===== src/design/nvrc_pkg.sv =====
`default_nettype none
package nvrc_pkg;
    // ------------------------------------------------------------------
    // Timing
    // ------------------------------------------------------------------
    localparam int unsigned CLK_HZ      = 125_000_000;
    localparam int unsigned TICK_HZ     = 1;
    localparam int unsigned POR_MIN_MS  = 40;
    localparam int unsigned WD_RES_US   = 62_500;
    localparam int unsigned TICK_CYC    = CLK_HZ / TICK_HZ;
    localparam int unsigned POR_CYC     = int'(64'(POR_MIN_MS) * CLK_HZ / 64'd1000);
    localparam int unsigned WD_BASE_CYC = int'(64'(WD_RES_US) * CLK_HZ / 64'd1000000);

    // ------------------------------------------------------------------
    // Map
    // ------------------------------------------------------------------
    localparam logic [18:0] STATUS_FLAGS_ADDR = 19'h7FFF0;
    localparam logic [14:0] RTC_PAGE          = STATUS_FLAGS_ADDR[18:4];
    localparam logic [3:0]  RI_FLAGS   = 4'h0;
    localparam logic [3:0]  RI_ALM_SEC = 4'h2;
    localparam logic [3:0]  RI_INTR    = 4'h6;
    localparam logic [3:0]  RI_WDOG    = 4'h7;
    localparam logic [3:0]  RI_CTRL    = 4'h8;
    localparam logic [3:0]  RI_SEC     = 4'h9;
    localparam int          B_W   = 7;
    localparam int          B_R   = 6;
    localparam int          B_OSC = 7;
    localparam int          B_AE  = 7;
    localparam int          B_ABE = 5;
    localparam int          B_AM  = 7;
    localparam int          B_WDS = 7;
    localparam int          B_WF  = 7;
    localparam int          B_AF  = 6;
    localparam int          B_BLF = 4;

    // ------------------------------------------------------------------
    // Time fields, index i sits at offset RI_CTRL + i
    // ------------------------------------------------------------------
    typedef logic [7:0]          nvrc_byte_t;
    typedef nvrc_byte_t [7:0]    nvrc_time_t;
    localparam nvrc_time_t CNT_MASK = {8'hFF, 8'h1F, 8'h3F, 8'h07,
                                       8'h3F, 8'h7F, 8'h7F, 8'h3F};
    localparam nvrc_time_t TIME_RST = {8'h00, 8'h01, 8'h01, 8'h01,
                                       8'h00, 8'h00, 8'h00, 8'h00};
    localparam logic [3:0][2:0] ALM_FIELD = {3'd5, 3'd3, 3'd2, 3'd1};
    localparam nvrc_byte_t BCD_ZERO  = 8'h00;
    localparam nvrc_byte_t BCD_ONE   = 8'h01;
    localparam nvrc_byte_t SEC_TOP   = 8'h59;
    localparam nvrc_byte_t HOUR_TOP  = 8'h23;
    localparam nvrc_byte_t DAY_TOP   = 8'h07;
    localparam nvrc_byte_t MONTH_TOP = 8'h12;
    localparam nvrc_byte_t YEAR_TOP  = 8'h99;
    localparam nvrc_byte_t CENT_TOP  = 8'h39;
    localparam nvrc_byte_t FEB       = 8'h02;
    localparam nvrc_byte_t FEB_TOP   = 8'h28;
    localparam nvrc_byte_t LEAP_TOP  = 8'h29;
    localparam nvrc_byte_t SHORT_TOP = 8'h30;
    localparam nvrc_byte_t LONG_TOP  = 8'h31;
endpackage
`default_nettype wire


===== src/design/nvrc_time_if.sv =====
`default_nettype none
interface nvrc_time_if;
    import nvrc_pkg::*;
    logic       tick;
    logic       load;
    nvrc_time_t load_val;
    nvrc_time_t count;
    modport ctr (input tick, load, load_val, output count);
    modport ctl (output tick, load, load_val, input count);
endinterface
`default_nettype wire


===== src/design/nvrc_timekeep.sv =====
`default_nettype none
module nvrc_timekeep (
    input  wire logic clk,
    input  wire logic rst,
    nvrc_time_if.ctr  tif
);
    import nvrc_pkg::*;

    nvrc_time_t nxt;
    nvrc_byte_t mtop;
    nvrc_byte_t yr;
    logic       leap;
    logic       c_s, c_m, c_h, c_d, c_mo, c_y;

    function automatic nvrc_byte_t bcd_step(input nvrc_byte_t v, input nvrc_byte_t top,
                                           input nvrc_byte_t bot, input logic en);
        if (!en) return v;
        if (v >= top) return bot;
        if (v[3:0] == 4'h9) return {v[7:4] + 4'h1, 4'h0};
        return {v[7:4], v[3:0] + 4'h1};
    endfunction

    // ------------------------------------------------------------------
    // Calendar carry chain
    // ------------------------------------------------------------------
    // Leap years are those divisible by four, which holds up to 2099 only.
    always_comb begin
        yr   = tif.count[7];
        leap = (!yr[4] && (yr[3:0] == 4'h0 || yr[3:0] == 4'h4 || yr[3:0] == 4'h8)) ||
               (yr[4] && (yr[3:0] == 4'h2 || yr[3:0] == 4'h6));
        unique case (tif.count[6])
            FEB:                          mtop = leap ? LEAP_TOP : FEB_TOP;
            8'h04, 8'h06, 8'h09, 8'h11:   mtop = SHORT_TOP;
            default:                      mtop = LONG_TOP;
        endcase
        c_s  = tif.count[1] >= SEC_TOP;
        c_m  = c_s && tif.count[2] >= SEC_TOP;
        c_h  = c_m && tif.count[3] >= HOUR_TOP;
        c_d  = c_h && tif.count[5] >= mtop;
        c_mo = c_d && tif.count[6] >= MONTH_TOP;
        c_y  = c_mo && tif.count[7] >= YEAR_TOP;
        nxt[1] = bcd_step(tif.count[1], SEC_TOP, BCD_ZERO, 1'b1);
        nxt[2] = bcd_step(tif.count[2], SEC_TOP, BCD_ZERO, c_s);
        nxt[3] = bcd_step(tif.count[3], HOUR_TOP, BCD_ZERO, c_m);
        nxt[4] = bcd_step(tif.count[4], DAY_TOP, BCD_ONE, c_h);
        nxt[5] = bcd_step(tif.count[5], mtop, BCD_ONE, c_h);
        nxt[6] = bcd_step(tif.count[6], MONTH_TOP, BCD_ONE, c_d);
        nxt[7] = bcd_step(tif.count[7], YEAR_TOP, BCD_ZERO, c_mo);
        nxt[0] = bcd_step(tif.count[0], CENT_TOP, BCD_ZERO, c_y);
    end

    // ------------------------------------------------------------------
    // Internal set
    // ------------------------------------------------------------------
    always_ff @(posedge clk) begin
        if (rst) begin
            tif.count <= TIME_RST;
        end else if (tif.load) begin
            tif.count <= tif.load_val & CNT_MASK;
        end else if (tif.tick) begin
            tif.count <= nxt;
        end
    end
endmodule
`default_nettype wire


===== src/design/nvrc_ctrl.sv =====
`default_nettype none
// How it works
// - Top sixteen addresses go to clock registers.
// - Up to 524,272 RAM words; unused lines high.
// - Internal set counts; external set can freeze.
// - BCD 24-hour calendar with leap years.
// - Alarm match raises interrupt, optionally on battery.
// - Watchdog timeout raises interrupt or reset.
// - Below power-fail threshold all access blocked.
// - Read drives data only while output-enable low.
// - Write while chip-select and write-enable both low.
// - Write-enable low turns data outputs off.
// - Battery-low flag read-only, both batteries low.
// - Reset low on fail, held 40ms after.
// - Reset timing independent of the oscillator.
// - Accesses refused while reset output asserted.
// - Read-halt bit freezes external register updates.
// - Clearing write-halt loads internal counters.
module nvrc_ctrl #(
    parameter int unsigned TICK_CYCLES    = nvrc_pkg::TICK_CYC,
    parameter int unsigned POR_CYCLES     = nvrc_pkg::POR_CYC,
    parameter int unsigned WD_BASE_CYCLES = nvrc_pkg::WD_BASE_CYC
) (
    input  wire logic                CORE_CLK,
    input  wire logic                RST,
    input  wire logic [18:0]         ADDRESS_PINS,
    input  wire logic                CE_N,
    input  wire logic                OE_N,
    input  wire logic                WE_N,
    input  wire nvrc_pkg::nvrc_byte_t DATA_PINS_I,
    output var  nvrc_pkg::nvrc_byte_t DATA_PINS_O,
    output logic                     DATA_PINS_OE,
    output logic                     RAM_CHIP_SELECT_N,
    output logic                     RAM_OUTPUT_DRIVE_N,
    input  wire logic                BELOW_POWER_FAIL_THRESHOLD,
    input  wire logic                BAT1_BELOW_MIN,
    input  wire logic                BAT2_BELOW_MIN,
    output logic                     ALARM_INTERRUPT_N_O,
    output logic                     ALARM_INTERRUPT_N_OE,
    output logic                     SYS_RESET_N_O,
    output logic                     SYS_RESET_N_OE
);
    import nvrc_pkg::*;

    localparam int TW = $clog2(TICK_CYCLES + 1);
    localparam int PW = $clog2(POR_CYCLES + 1);
    localparam int WW = 40;

    nvrc_time_if tif ();

    nvrc_byte_t      regs_q [16];
    logic            blocked;
    logic            hit;
    logic            rd;
    logic            wr_hit;
    logic            commit;
    logic            wr_q;
    logic [3:0]      widx_q;
    nvrc_byte_t      wdat_q;
    logic            rdf;
    logic            rdf_q;
    logic            clr_flags;
    logic            af_q;
    logic            wf_q;
    logic [TW-1:0]   tick_cnt_q;
    logic            tick_q;
    logic            tick_d_q;
    logic [3:0]      am_ok;
    logic [PW-1:0]   por_cnt_q;
    logic [WW-1:0]   wd_cnt_q;
    logic [WW-1:0]   wd_limit;
    logic            wd_fire;
    logic            od_low_q;
    nvrc_byte_t      flags;
    nvrc_byte_t      wd_reg;
    logic            bat_low;

    // ------------------------------------------------------------------
    // Address decode and access gating
    // ------------------------------------------------------------------
    // The pins are sampled as synchronous, so the enables lag one cycle.
    always_comb begin
        hit     = ADDRESS_PINS[18:4] == RTC_PAGE;
        blocked = BELOW_POWER_FAIL_THRESHOLD || SYS_RESET_N_OE;
        rd      = !CE_N && WE_N && !blocked;
        wr_hit  = !CE_N && !WE_N && !blocked && hit;
        rdf     = rd && hit && ADDRESS_PINS[3:0] == RI_FLAGS;
        commit  = wr_q && !wr_hit && !blocked;
        clr_flags = rdf_q && !rdf;
        bat_low = BAT1_BELOW_MIN && BAT2_BELOW_MIN;
        flags   = '0;
        flags[B_WF]  = wf_q;
        flags[B_AF]  = af_q;
        flags[B_BLF] = bat_low;
    end

    always_ff @(posedge CORE_CLK) begin
        if (RST) begin
            RAM_CHIP_SELECT_N  <= 1'b1;
            RAM_OUTPUT_DRIVE_N <= 1'b1;
        end else begin
            RAM_CHIP_SELECT_N  <= CE_N || hit || blocked;
            RAM_OUTPUT_DRIVE_N <= OE_N || hit || blocked;
        end
    end

    // ------------------------------------------------------------------
    // Read path
    // ------------------------------------------------------------------
    always_ff @(posedge CORE_CLK) begin
        if (RST) begin
            DATA_PINS_O  <= 8'h00;
            DATA_PINS_OE <= 1'b0;
            rdf_q        <= 1'b0;
        end else begin
            DATA_PINS_O  <= (ADDRESS_PINS[3:0] == RI_FLAGS) ? flags
                                                           : regs_q[ADDRESS_PINS[3:0]];
            DATA_PINS_OE <= hit && rd && !OE_N;
            rdf_q        <= rdf;
        end
    end

    // ------------------------------------------------------------------
    // Write path
    // ------------------------------------------------------------------
    // Data is taken on the last cycle of the strobe, which is where a
    // static RAM latches it too; the address must not move meanwhile.
    always_ff @(posedge CORE_CLK) begin
        if (RST) begin
            wr_q   <= 1'b0;
            widx_q <= 4'h0;
            wdat_q <= 8'h00;
        end else begin
            wr_q <= wr_hit;
            if (wr_hit) begin
                widx_q <= ADDRESS_PINS[3:0];
                wdat_q <= DATA_PINS_I;
            end
        end
    end

    // ------------------------------------------------------------------
    // Register file and external time set
    // ------------------------------------------------------------------
    always_ff @(posedge CORE_CLK) begin
        if (RST) begin
            for (int i = 0; i < 16; i++) begin
                regs_q[i] <= 8'h00;
            end
        end else begin
            if (!(regs_q[RI_CTRL][B_W] || regs_q[RI_CTRL][B_R])) begin
                for (int i = 0; i < 8; i++) begin
                    regs_q[RI_CTRL + 4'(i)] <= (regs_q[RI_CTRL + 4'(i)] & ~CNT_MASK[i]) |
                                               (tif.count[i] & CNT_MASK[i]);
                end
            end
            if (commit && widx_q != RI_FLAGS) begin
                regs_q[widx_q] <= wdat_q;
            end
        end
    end

    // Loading happens in the commit cycle, while the halt still stands,
    // so the external copy cannot overwrite the new values first.
    always_comb begin
        tif.load = commit && widx_q == RI_CTRL && regs_q[RI_CTRL][B_W] &&
                   !wdat_q[B_W];
        for (int i = 0; i < 8; i++) begin
            tif.load_val[i] = regs_q[RI_CTRL + 4'(i)];
        end
        tif.load_val[0] = wdat_q;
        tif.tick        = tick_q;
    end

    nvrc_timekeep u_time (
        .clk (CORE_CLK),
        .rst (RST),
        .tif (tif.ctr)
    );

    // ------------------------------------------------------------------
    // One-second enable
    // ------------------------------------------------------------------
    always_ff @(posedge CORE_CLK) begin
        if (RST || regs_q[RI_SEC][B_OSC]) begin
            tick_cnt_q <= '0;
            tick_q     <= 1'b0;
        end else begin
            tick_q <= tick_cnt_q == TW'(TICK_CYCLES - 1);
            if (tick_cnt_q == TW'(TICK_CYCLES - 1)) begin
                tick_cnt_q <= '0;
            end else begin
                tick_cnt_q <= tick_cnt_q + 1'b1;
            end
        end
    end

    always_ff @(posedge CORE_CLK) begin
        if (RST) begin
            tick_d_q <= 1'b0;
        end else begin
            tick_d_q <= tick_q;
        end
    end

    // ------------------------------------------------------------------
    // Alarm
    // ------------------------------------------------------------------
    for (genvar a = 0; a < 4; a++) begin : g_alm
        assign am_ok[a] = regs_q[RI_ALM_SEC + 4'(a)][B_AM] ||
                          ((regs_q[RI_ALM_SEC + 4'(a)] ^ tif.count[ALM_FIELD[a]]) &
                           CNT_MASK[ALM_FIELD[a]]) == 8'h00;
    end

    always_ff @(posedge CORE_CLK) begin
        if (RST) begin
            af_q <= 1'b0;
        end else if (tick_d_q && &am_ok) begin
            af_q <= 1'b1;
        end else if (clr_flags) begin
            af_q <= 1'b0;
        end
    end

    // ------------------------------------------------------------------
    // Watchdog
    // ------------------------------------------------------------------
    always_comb begin
        wd_reg   = regs_q[RI_WDOG];
        wd_limit = WW'(wd_reg[6:2]) * (WW'(WD_BASE_CYCLES) << {wd_reg[1:0], 1'b0});
        wd_fire  = wd_limit != '0 && wd_cnt_q == wd_limit - 1'b1;
    end

    // Any write to the watchdog register counts as host activity.
    always_ff @(posedge CORE_CLK) begin
        if (RST || wd_limit == '0 || wd_fire || (commit && widx_q == RI_WDOG)) begin
            wd_cnt_q <= '0;
        end else begin
            wd_cnt_q <= wd_cnt_q + 1'b1;
        end
    end

    always_ff @(posedge CORE_CLK) begin
        if (RST) begin
            wf_q <= 1'b0;
        end else if (wd_fire) begin
            wf_q <= 1'b1;
        end else if (clr_flags) begin
            wf_q <= 1'b0;
        end
    end

    // ------------------------------------------------------------------
    // Interrupt and reset pins
    // ------------------------------------------------------------------
    always_ff @(posedge CORE_CLK) begin
        if (RST) begin
            ALARM_INTERRUPT_N_OE <= 1'b0;
        end else begin
            ALARM_INTERRUPT_N_OE <= ((regs_q[RI_INTR][B_AE] && af_q) ||
                                     (wf_q && !regs_q[RI_WDOG][B_WDS])) &&
                                    (!BELOW_POWER_FAIL_THRESHOLD ||
                                     regs_q[RI_INTR][B_ABE]);
        end
    end

    // The hold counter runs on the core clock, never on the time tick.
    always_ff @(posedge CORE_CLK) begin
        if (RST || BELOW_POWER_FAIL_THRESHOLD ||
            (wd_fire && regs_q[RI_WDOG][B_WDS])) begin
            por_cnt_q <= PW'(POR_CYCLES);
        end else if (por_cnt_q != '0) begin
            por_cnt_q <= por_cnt_q - 1'b1;
        end
    end

    always_ff @(posedge CORE_CLK) begin
        if (RST) begin
            SYS_RESET_N_OE <= 1'b1;
            od_low_q       <= 1'b0;
        end else begin
            SYS_RESET_N_OE <= BELOW_POWER_FAIL_THRESHOLD || por_cnt_q != '0;
            od_low_q       <= 1'b0;
        end
    end

    assign ALARM_INTERRUPT_N_O = od_low_q;
    assign SYS_RESET_N_O       = od_low_q;
endmodule
`default_nettype wire


===== config.mk =====
export PLATFORM = sky130hd
export DESIGN_NAME = nvrc_ctrl
export DESIGN_NICKNAME = d
export VERILOG_FILES = /design/src/design/nvrc_pkg.sv /design/src/design/nvrc_time_if.sv /design/src/design/nvrc_timekeep.sv /design/src/design/nvrc_ctrl.sv
export SDC_FILE = /design/constraint.sdc
export NUM_CORES = 1
export LEC_CHECK = 0
export BUFFER_PORTS_ARGS = -buffer_cell sky130_fd_sc_hd__buf_2
export CAP_MARGIN = 30
export CORE_MARGIN = 1.5
export CORE_UTILIZATION = 65
export DETAILED_ROUTE_END_ITERATION = 12
export MAX_ROUTING_LAYER = met4
export PLACE_DENSITY = 0.82
export SLEW_MARGIN = 20
export SYNTH_ARGS = -nofsm -noshare
export SYNTH_HDL_FRONTEND = slang
export SYNTH_SLANG_ARGS = --single-unit

===== constraint.sdc =====
create_clock -name CORE_CLK -period 23.3 [get_ports CORE_CLK]
set_clock_uncertainty 0.1 [all_clocks]
set_input_delay 4.66 -clock CORE_CLK [delete_from_list [all_inputs] [get_ports CORE_CLK]]
set_output_delay 4.66 -clock CORE_CLK [all_outputs]
set_load 0.02 [all_outputs]

# After elaboration in Yosys (flattened, before gate mapping)

Memories as Yosys holds them, arrays and structs flattened.
Cells that the tools add are included.

Add/subtract/negate cells: 20
Multipliers: 1
Magnitude comparators: 8
Equal/unequal tests: 42
Shift operators: 1
Multiplexer cells: 111
Bitwise logic cells: 43
Reduce and logical (&&, ||, !) cells: 98

Operators with widths:

| operator                                            | number |
|---|---|
| two-way mux 8 bit                                   | 56 |
| two-way mux 64 bit                                  | 2 |
| adder 4 x 1 -> 4 bit (second input constant)        | 16 |
| two-way mux 1 bit                                   | 51 |
| adder 40 x 1 -> 40 bit (second input constant)      | 1 |
| equality test 4 bit (second input constant)         | 10 |
| equality test 40 bit                                | 1 |
| logical NOT 40 bit                                  | 1 |
| multiplier 5 x 40 -> 40 bit                         | 1 |
| nonzero test 40 bit                                 | 1 |
| << shifter 23 x 3 -> 40 bit (first input constant)  | 1 |
| subtractor 40 x 1 -> 40 bit (second input constant) | 1 |
| equality test 4 bit (first input constant)          | 8 |
| logical NOT 8 bit                                   | 4 |
| logical AND 1 bit                                   | 30 |
| AND reduction 2 bit                                 | 14 |
| adder 27 x 1 -> 27 bit (second input constant)      | 1 |
| equality test 27 bit (second input constant)        | 1 |
| inequality test 4 bit (second input constant)       | 6 |
| OR 8 x 6 -> 8 bit                                   | 3 |
| logical OR 1 bit                                    | 23 |
| nonzero test 23 bit                                 | 1 |
| subtractor 23 x 1 -> 23 bit (second input constant) | 1 |
| inequality test 3 bit (second input constant)       | 6 |
| 32 further kinds                                    | 84 |

Register bits: 185
RAM bits: 128
Input port bits: 35
Memories kept: 1

Memories:

| name   | depth | bits a word | rd ports | clocked after memory_dff | write ports | line            | text |
|---|---|---|---|---|---|---|---|
| regs_q | 16    | 8           | 15       | 0                        | 16          | nvrc_ctrl.sv:51 | `nvrc_byte_t regs_q [16];` |

# Depth between registers and ports, before layout

Depth after elaboration: 19
Depth in mapped cells: 28
Mapped depth without buffers: 23

# By module

A second synthesis with hierarchy kept.

Cell total of the unflattened synthesis: 2312
Area total of the unflattened synthesis: 21230.4 sq um

Modules (own cells, without submodules):

| module        | instances | cells each | area each (sq um) |
|---|---|---|---|
| nvrc_ctrl     | 1         | 1798       | 17212.8 |
| nvrc_timekeep | 1         | 514        | 4017.6 |

# Least setup slack after synthesis

OpenSTA, ideal clock, no wires.

Kind: flip-flop to flip-flop
From: mem regs_q[7][1] (netlist name)
To: reg wd_cnt_q[33]
Arrival time: 7.371 ns
Slack: 15.680 ns
Stages on the path, launching flop included: 27
Path buffers: 6
Period minus slack after synthesis: 7.620 ns
Path through: edfxtp_1 -> clkbuf_1 -> inv_1 -> ha_1 -> clkbuf_1 -> nand2_1 -> fa_1 -> inv_1 -> fa_1 -> fa_1 -> ha_1 -> buf_2 -> a21oi_1 -> o211ai_2 -> o22a_1 -> a222oi_1 -> nand3_2 -> or4_4 -> or3_1 -> buf_2 -> or4_1 -> a211o_1 -> a211oi_2 -> and3_1 -> buf_4 -> buf_6 -> nor4_1

RTL lines:

| element              | line             | text |
|---|---|---|
| from (decl)          | nvrc_ctrl.sv:51  |  |
| to (signal assigned) | nvrc_ctrl.sv:239 | `wd_cnt_q <= wd_cnt_q + 1'b1;` |
| to (decl)            | nvrc_ctrl.sv:70  | `logic [WW-1:0] wd_cnt_q;` |

==> flow_metrics.tcl <==
set metrics [dict create \
    worst_slew_pin_slew_ns 1.10 \
    ctsRootBufferMaster "sky130_fd_sc_hd__clkbuf_16" \
    worst_ir_drop_vdd_mv 0.0739 \
    status "complete, no violations" \
    synthToLayoutAreaGrowth_pct 7.24 \
    drc 0 \
    top_level_ports 50 \
    post-cts-setup-buffers 0 \
    layout.core_utilization 0.708 \
    synth-edff-count 126 \
    yosys_warnings 0 \
    diodes 0 \
    hold_slack_ns 0.337 \
    critPathBufInv 4 \
    yosys.cell_types.count 90 \
    clk_pin_slew_ns 0.06 \
    critical-path-slowest-cell "sky130_fd_sc_hd__a222oi_1" \
    report.final.setup_viol 0 \
    grt_overflow_total 0 \
    clock.fmax_ghz 0.112 \
    clock_latency_ns 0.53 \
    synth_area_um2 21500 \
    final.fill_count 2562 \
    min_delay_path_depth 2 \
    cts.sink_count 311 \
    dr_total_vias 18378 \
    start_util 0.660 \
    wirelength_um 58500 \
    ctsHtreeMaxLevel 2 \
    fin_tns_setup_ns 0 \
    timing.hold.worst.class "reg -> reg" \
    fin_crit_sh 0.382 \
    clk_path_buf_depth 3 \
    synth.yosys.seq_area_share 0.348 \
    synth-seq-cells 311 \
    cp-start-kind "flip-flop" \
    leading_cell_type_in_the_layout_fill_and_taps_excluded "sky130_fd_sc_hd__nand2_1" \
    powerDensity_nw_per_um2 80.4 \
    worstPathCellList "inv_1 > ha_1 > nor2b_1 > xor2_1 > ha_1 > inv_1 > fa_1 > inv_1 > fa_1 > ha_1 > nand4_1 > a221oi_1 > o21ai_0 > a222oi_1 > nand3_2 > or4_4 > or3_1 > or4_1 > a211o_1 > a211oi_2 > and3_1 > buf_4 > nor4_1" \
    cp.depth 23 \
    worst-endpoint-arrival_ns 9.14 \
    p_leak_uw 0.00882 \
    total_global_routing_track_utilization 0.359 \
    grt_max_degree 91 \
    postCtsResizedCells 0 \
    slew_headroom 0.267 \
    tritoncts "done" \
    slew_violations 0 \
    drt_first_pass_iters 6 \
    timing.max_cap.violations 0 \
    grt_first_pass_wirelength_um 93900 \
    avgViaCountPerCell 6.51 \
    cp.required_ns 23.55 \
    finish.net_count 2537 \
    rsz0062_at_grt "no" \
    worst_r2r_path_depth 23 \
    multiInputGateArea_um2 13100 \
    path_delay_family "simple AND/OR/NAND/NOR gates" \
    synth_top_flop_cell "sky130_fd_sc_hd__dfxtp_1" \
    io_buffer_count 47 \
    core.rowCount 66 \
    hold_viol_final 0 \
    chipWidth_um 185 \
    final_layout_size_suffix_gt1_frac 0.0856 \
    asyncSetResetFlopFracSynth 0 \
    area.sequential_um2 7490 \
    postRouteAntennaNets 0 \
    first_global_vias 17800 \
    wl_per_cell_um 20.7 \
    coreArea_um2 32500 \
    total_power_uw 1850 \
    initialDrtViolationCount 1776 \
    grt_antenna_before_repair 0 \
    post_cts_hold_buffer_count 0 \
    post_synth.cell_area_avg_um2 9.05 \
    die_h_um 185 \
    mostFrequentLayoutCells "sky130_fd_sc_hd__nand2_1, sky130_fd_sc_hd__nor2_1, sky130_fd_sc_hd__dfxtp_1" \
    min_period_ns 8.89 \
    total_clock_buffers_created_by_cts 35 \
    synthesis.instances 2375 \
    critical_path_class "reg -> reg" \
    place_hpwl_um 43100 \
    critical_path.endpoint_type "flip-flop" \
    worst-path-max-fanout 40 \
    global_placer_s_final_weighted_congestion 0.980 \
    worst_path_largest_cell_delay_ns 0.81 \
    die_area_um2 34200 \
]
## sequential cells by signal, indices dropped and copies added, names as in the netlist, 4 cells and up
| register | cells |
|---|---|
| regs_q | 126 |
| u_time.tif.count | 56 |
| wd_cnt_q | 40 |
| tick_cnt_q | 27 |
| por_cnt_q | 23 |
| DATA_PINS_O | 8 |
| u_time.yr | 8 |
| wdat_q | 8 |
| widx_q | 4 |
## cells by family (layout without fill, tap and decap cells)
| family | count (synthesis) | in the layout | synth area share |
|---|---|---|---|
| fa+ha+maj | 147 | 147 | 0.108 |
| mux | 65 | 65 | 0.0519 |
| xor+xnor | 159 | 159 | 0.0680 |
| other cells | 1 | 8 | 0.000175 |
| buf+inv | 230 | 230 | 0.0433 |
| compound gates | 404 | 404 | 0.128 |
| simple gates | 1058 | 1058 | 0.253 |
| flops | 311 | 311 | 0.348 |
## cell usage after synthesis, types with 11 or more instances
cell / n / area share
sky130_fd_sc_hd__mux4_2: 37 / 0.039
sky130_fd_sc_hd__edfxtp_1: 126 / 0.18
sky130_fd_sc_hd__ha_1: 84 / 0.049
sky130_fd_sc_hd__xor2_1: 78 / 0.032
sky130_fd_sc_hd__a31oi_1: 16 / 0.0047
sky130_fd_sc_hd__or2_2: 24 / 0.0070
sky130_fd_sc_hd__nand4_1: 48 / 0.014
sky130_fd_sc_hd__o31ai_1: 18 / 0.0063
sky130_fd_sc_hd__a22oi_1: 12 / 0.0042
sky130_fd_sc_hd__nand2b_1: 58 / 0.017
sky130_fd_sc_hd__a21o_1: 14 / 0.0049
sky130_fd_sc_hd__a211oi_1: 23 / 0.0080
sky130_fd_sc_hd__or3_1: 26 / 0.0076
sky130_fd_sc_hd__xnor2_1: 76 / 0.031
sky130_fd_sc_hd__nor4_1: 63 / 0.018
sky130_fd_sc_hd__nand3b_1: 14 / 0.0049
sky130_fd_sc_hd__o211ai_1: 12 / 0.0042
sky130_fd_sc_hd__nor3_1: 59 / 0.014
sky130_fd_sc_hd__nand3_1: 90 / 0.021
sky130_fd_sc_hd__and3_1: 37 / 0.011
sky130_fd_sc_hd__dfxtp_1: 185 / 0.17
sky130_fd_sc_hd__clkbuf_1: 105 / 0.018
sky130_fd_sc_hd__nand2_1: 232 / 0.041
sky130_fd_sc_hd__o21ai_0: 99 / 0.023
sky130_fd_sc_hd__and2_1: 102 / 0.030
sky130_fd_sc_hd__nor2b_1: 40 / 0.012
sky130_fd_sc_hd__inv_1: 102 / 0.018
sky130_fd_sc_hd__a21oi_1: 76 / 0.018
sky130_fd_sc_hd__a221oi_1: 16 / 0.0065
sky130_fd_sc_hd__nor2_1: 218 / 0.038
sky130_fd_sc_hd__mux2i_1: 27 / 0.013
sky130_fd_sc_hd__and4_1: 11 / 0.0045
sky130_fd_sc_hd__fa_1: 63 / 0.059
## stage by stage
| stage | area, um^2 | cells | worst slack, ns |
|---|---|---|---|
| floorplan | 21500 | 2382 | 15.68 |
| detailed placement | 21900 | 2756 | 14.57 |
| global route | 23000 | 2824 | 13.92 |
| finish | 23000 | 2824 | 14.41 |
| global placement | 21800 | 2754 | 14.84 |
| CTS | 23000 | 2820 | 14.53 |
## routing by layer
| metal | vias up | wire length (um) | track usage |
|---|---|---|---|
| met5 | - | 0 | - |
| met2 | 851 | 28000 | 0.585 |
| met1 | 8854 | 22900 | 0.447 |
| met3 | 176 | 4970 | 0.0513 |
| li1 | 8497 | - | - |
| met4 | 0 | 2670 | 0.155 |
## layout make-up
class                   instances  area share
clock inverters                 9     0.00255
repair buffers                 64      0.0159
inverters                     102      0.0166
clock buffers                  55      0.0476
multi-input cells            1841       0.568
flip-flops and latches        311       0.325
well taps                     442      0.0240
## worst reg2reg max path, stage by stage, from the launching register on
cell,delay [ns]
sky130_fd_sc_hd__edfxtp_1,0.65
sky130_fd_sc_hd__inv_1,0.26
sky130_fd_sc_hd__ha_1,0.31
sky130_fd_sc_hd__nor2b_1,0.37
sky130_fd_sc_hd__xor2_1,0.13
sky130_fd_sc_hd__ha_1,0.31
sky130_fd_sc_hd__inv_1,0.05
sky130_fd_sc_hd__fa_1,0.57
sky130_fd_sc_hd__inv_1,0.07
sky130_fd_sc_hd__fa_1,0.47
sky130_fd_sc_hd__ha_1,0.55
sky130_fd_sc_hd__nand4_1,0.20
sky130_fd_sc_hd__a221oi_1,0.59
sky130_fd_sc_hd__o21ai_0,0.15
sky130_fd_sc_hd__a222oi_1,0.81
sky130_fd_sc_hd__nand3_2,0.17
sky130_fd_sc_hd__or4_4,0.57
sky130_fd_sc_hd__or3_1,0.52
sky130_fd_sc_hd__or4_1,0.55
sky130_fd_sc_hd__a211o_1,0.32
sky130_fd_sc_hd__a211oi_2,0.28
sky130_fd_sc_hd__and3_1,0.21
sky130_fd_sc_hd__buf_4,0.37
sky130_fd_sc_hd__nor4_1,0.13
## final timing paths
path	from	endpoint	slack, ns
setup / recovery	regs_q[7][0]	wd_cnt_q[12]	14.41
hold / removal	u_time.tif.count[7]	u_time.tif.count[7]	0.34
setup reg to reg	regs_q[7][0]	wd_cnt_q[12]	14.41
hold reg to reg	u_time.tif.count[7]	u_time.tif.count[7]	0.34
## power breakdown
group	internal, uW	switching (uW)
logic	268	441
clock network	325	225
registers	581	13.6
total	1170	680
Power figures use the tool's default switching activity.
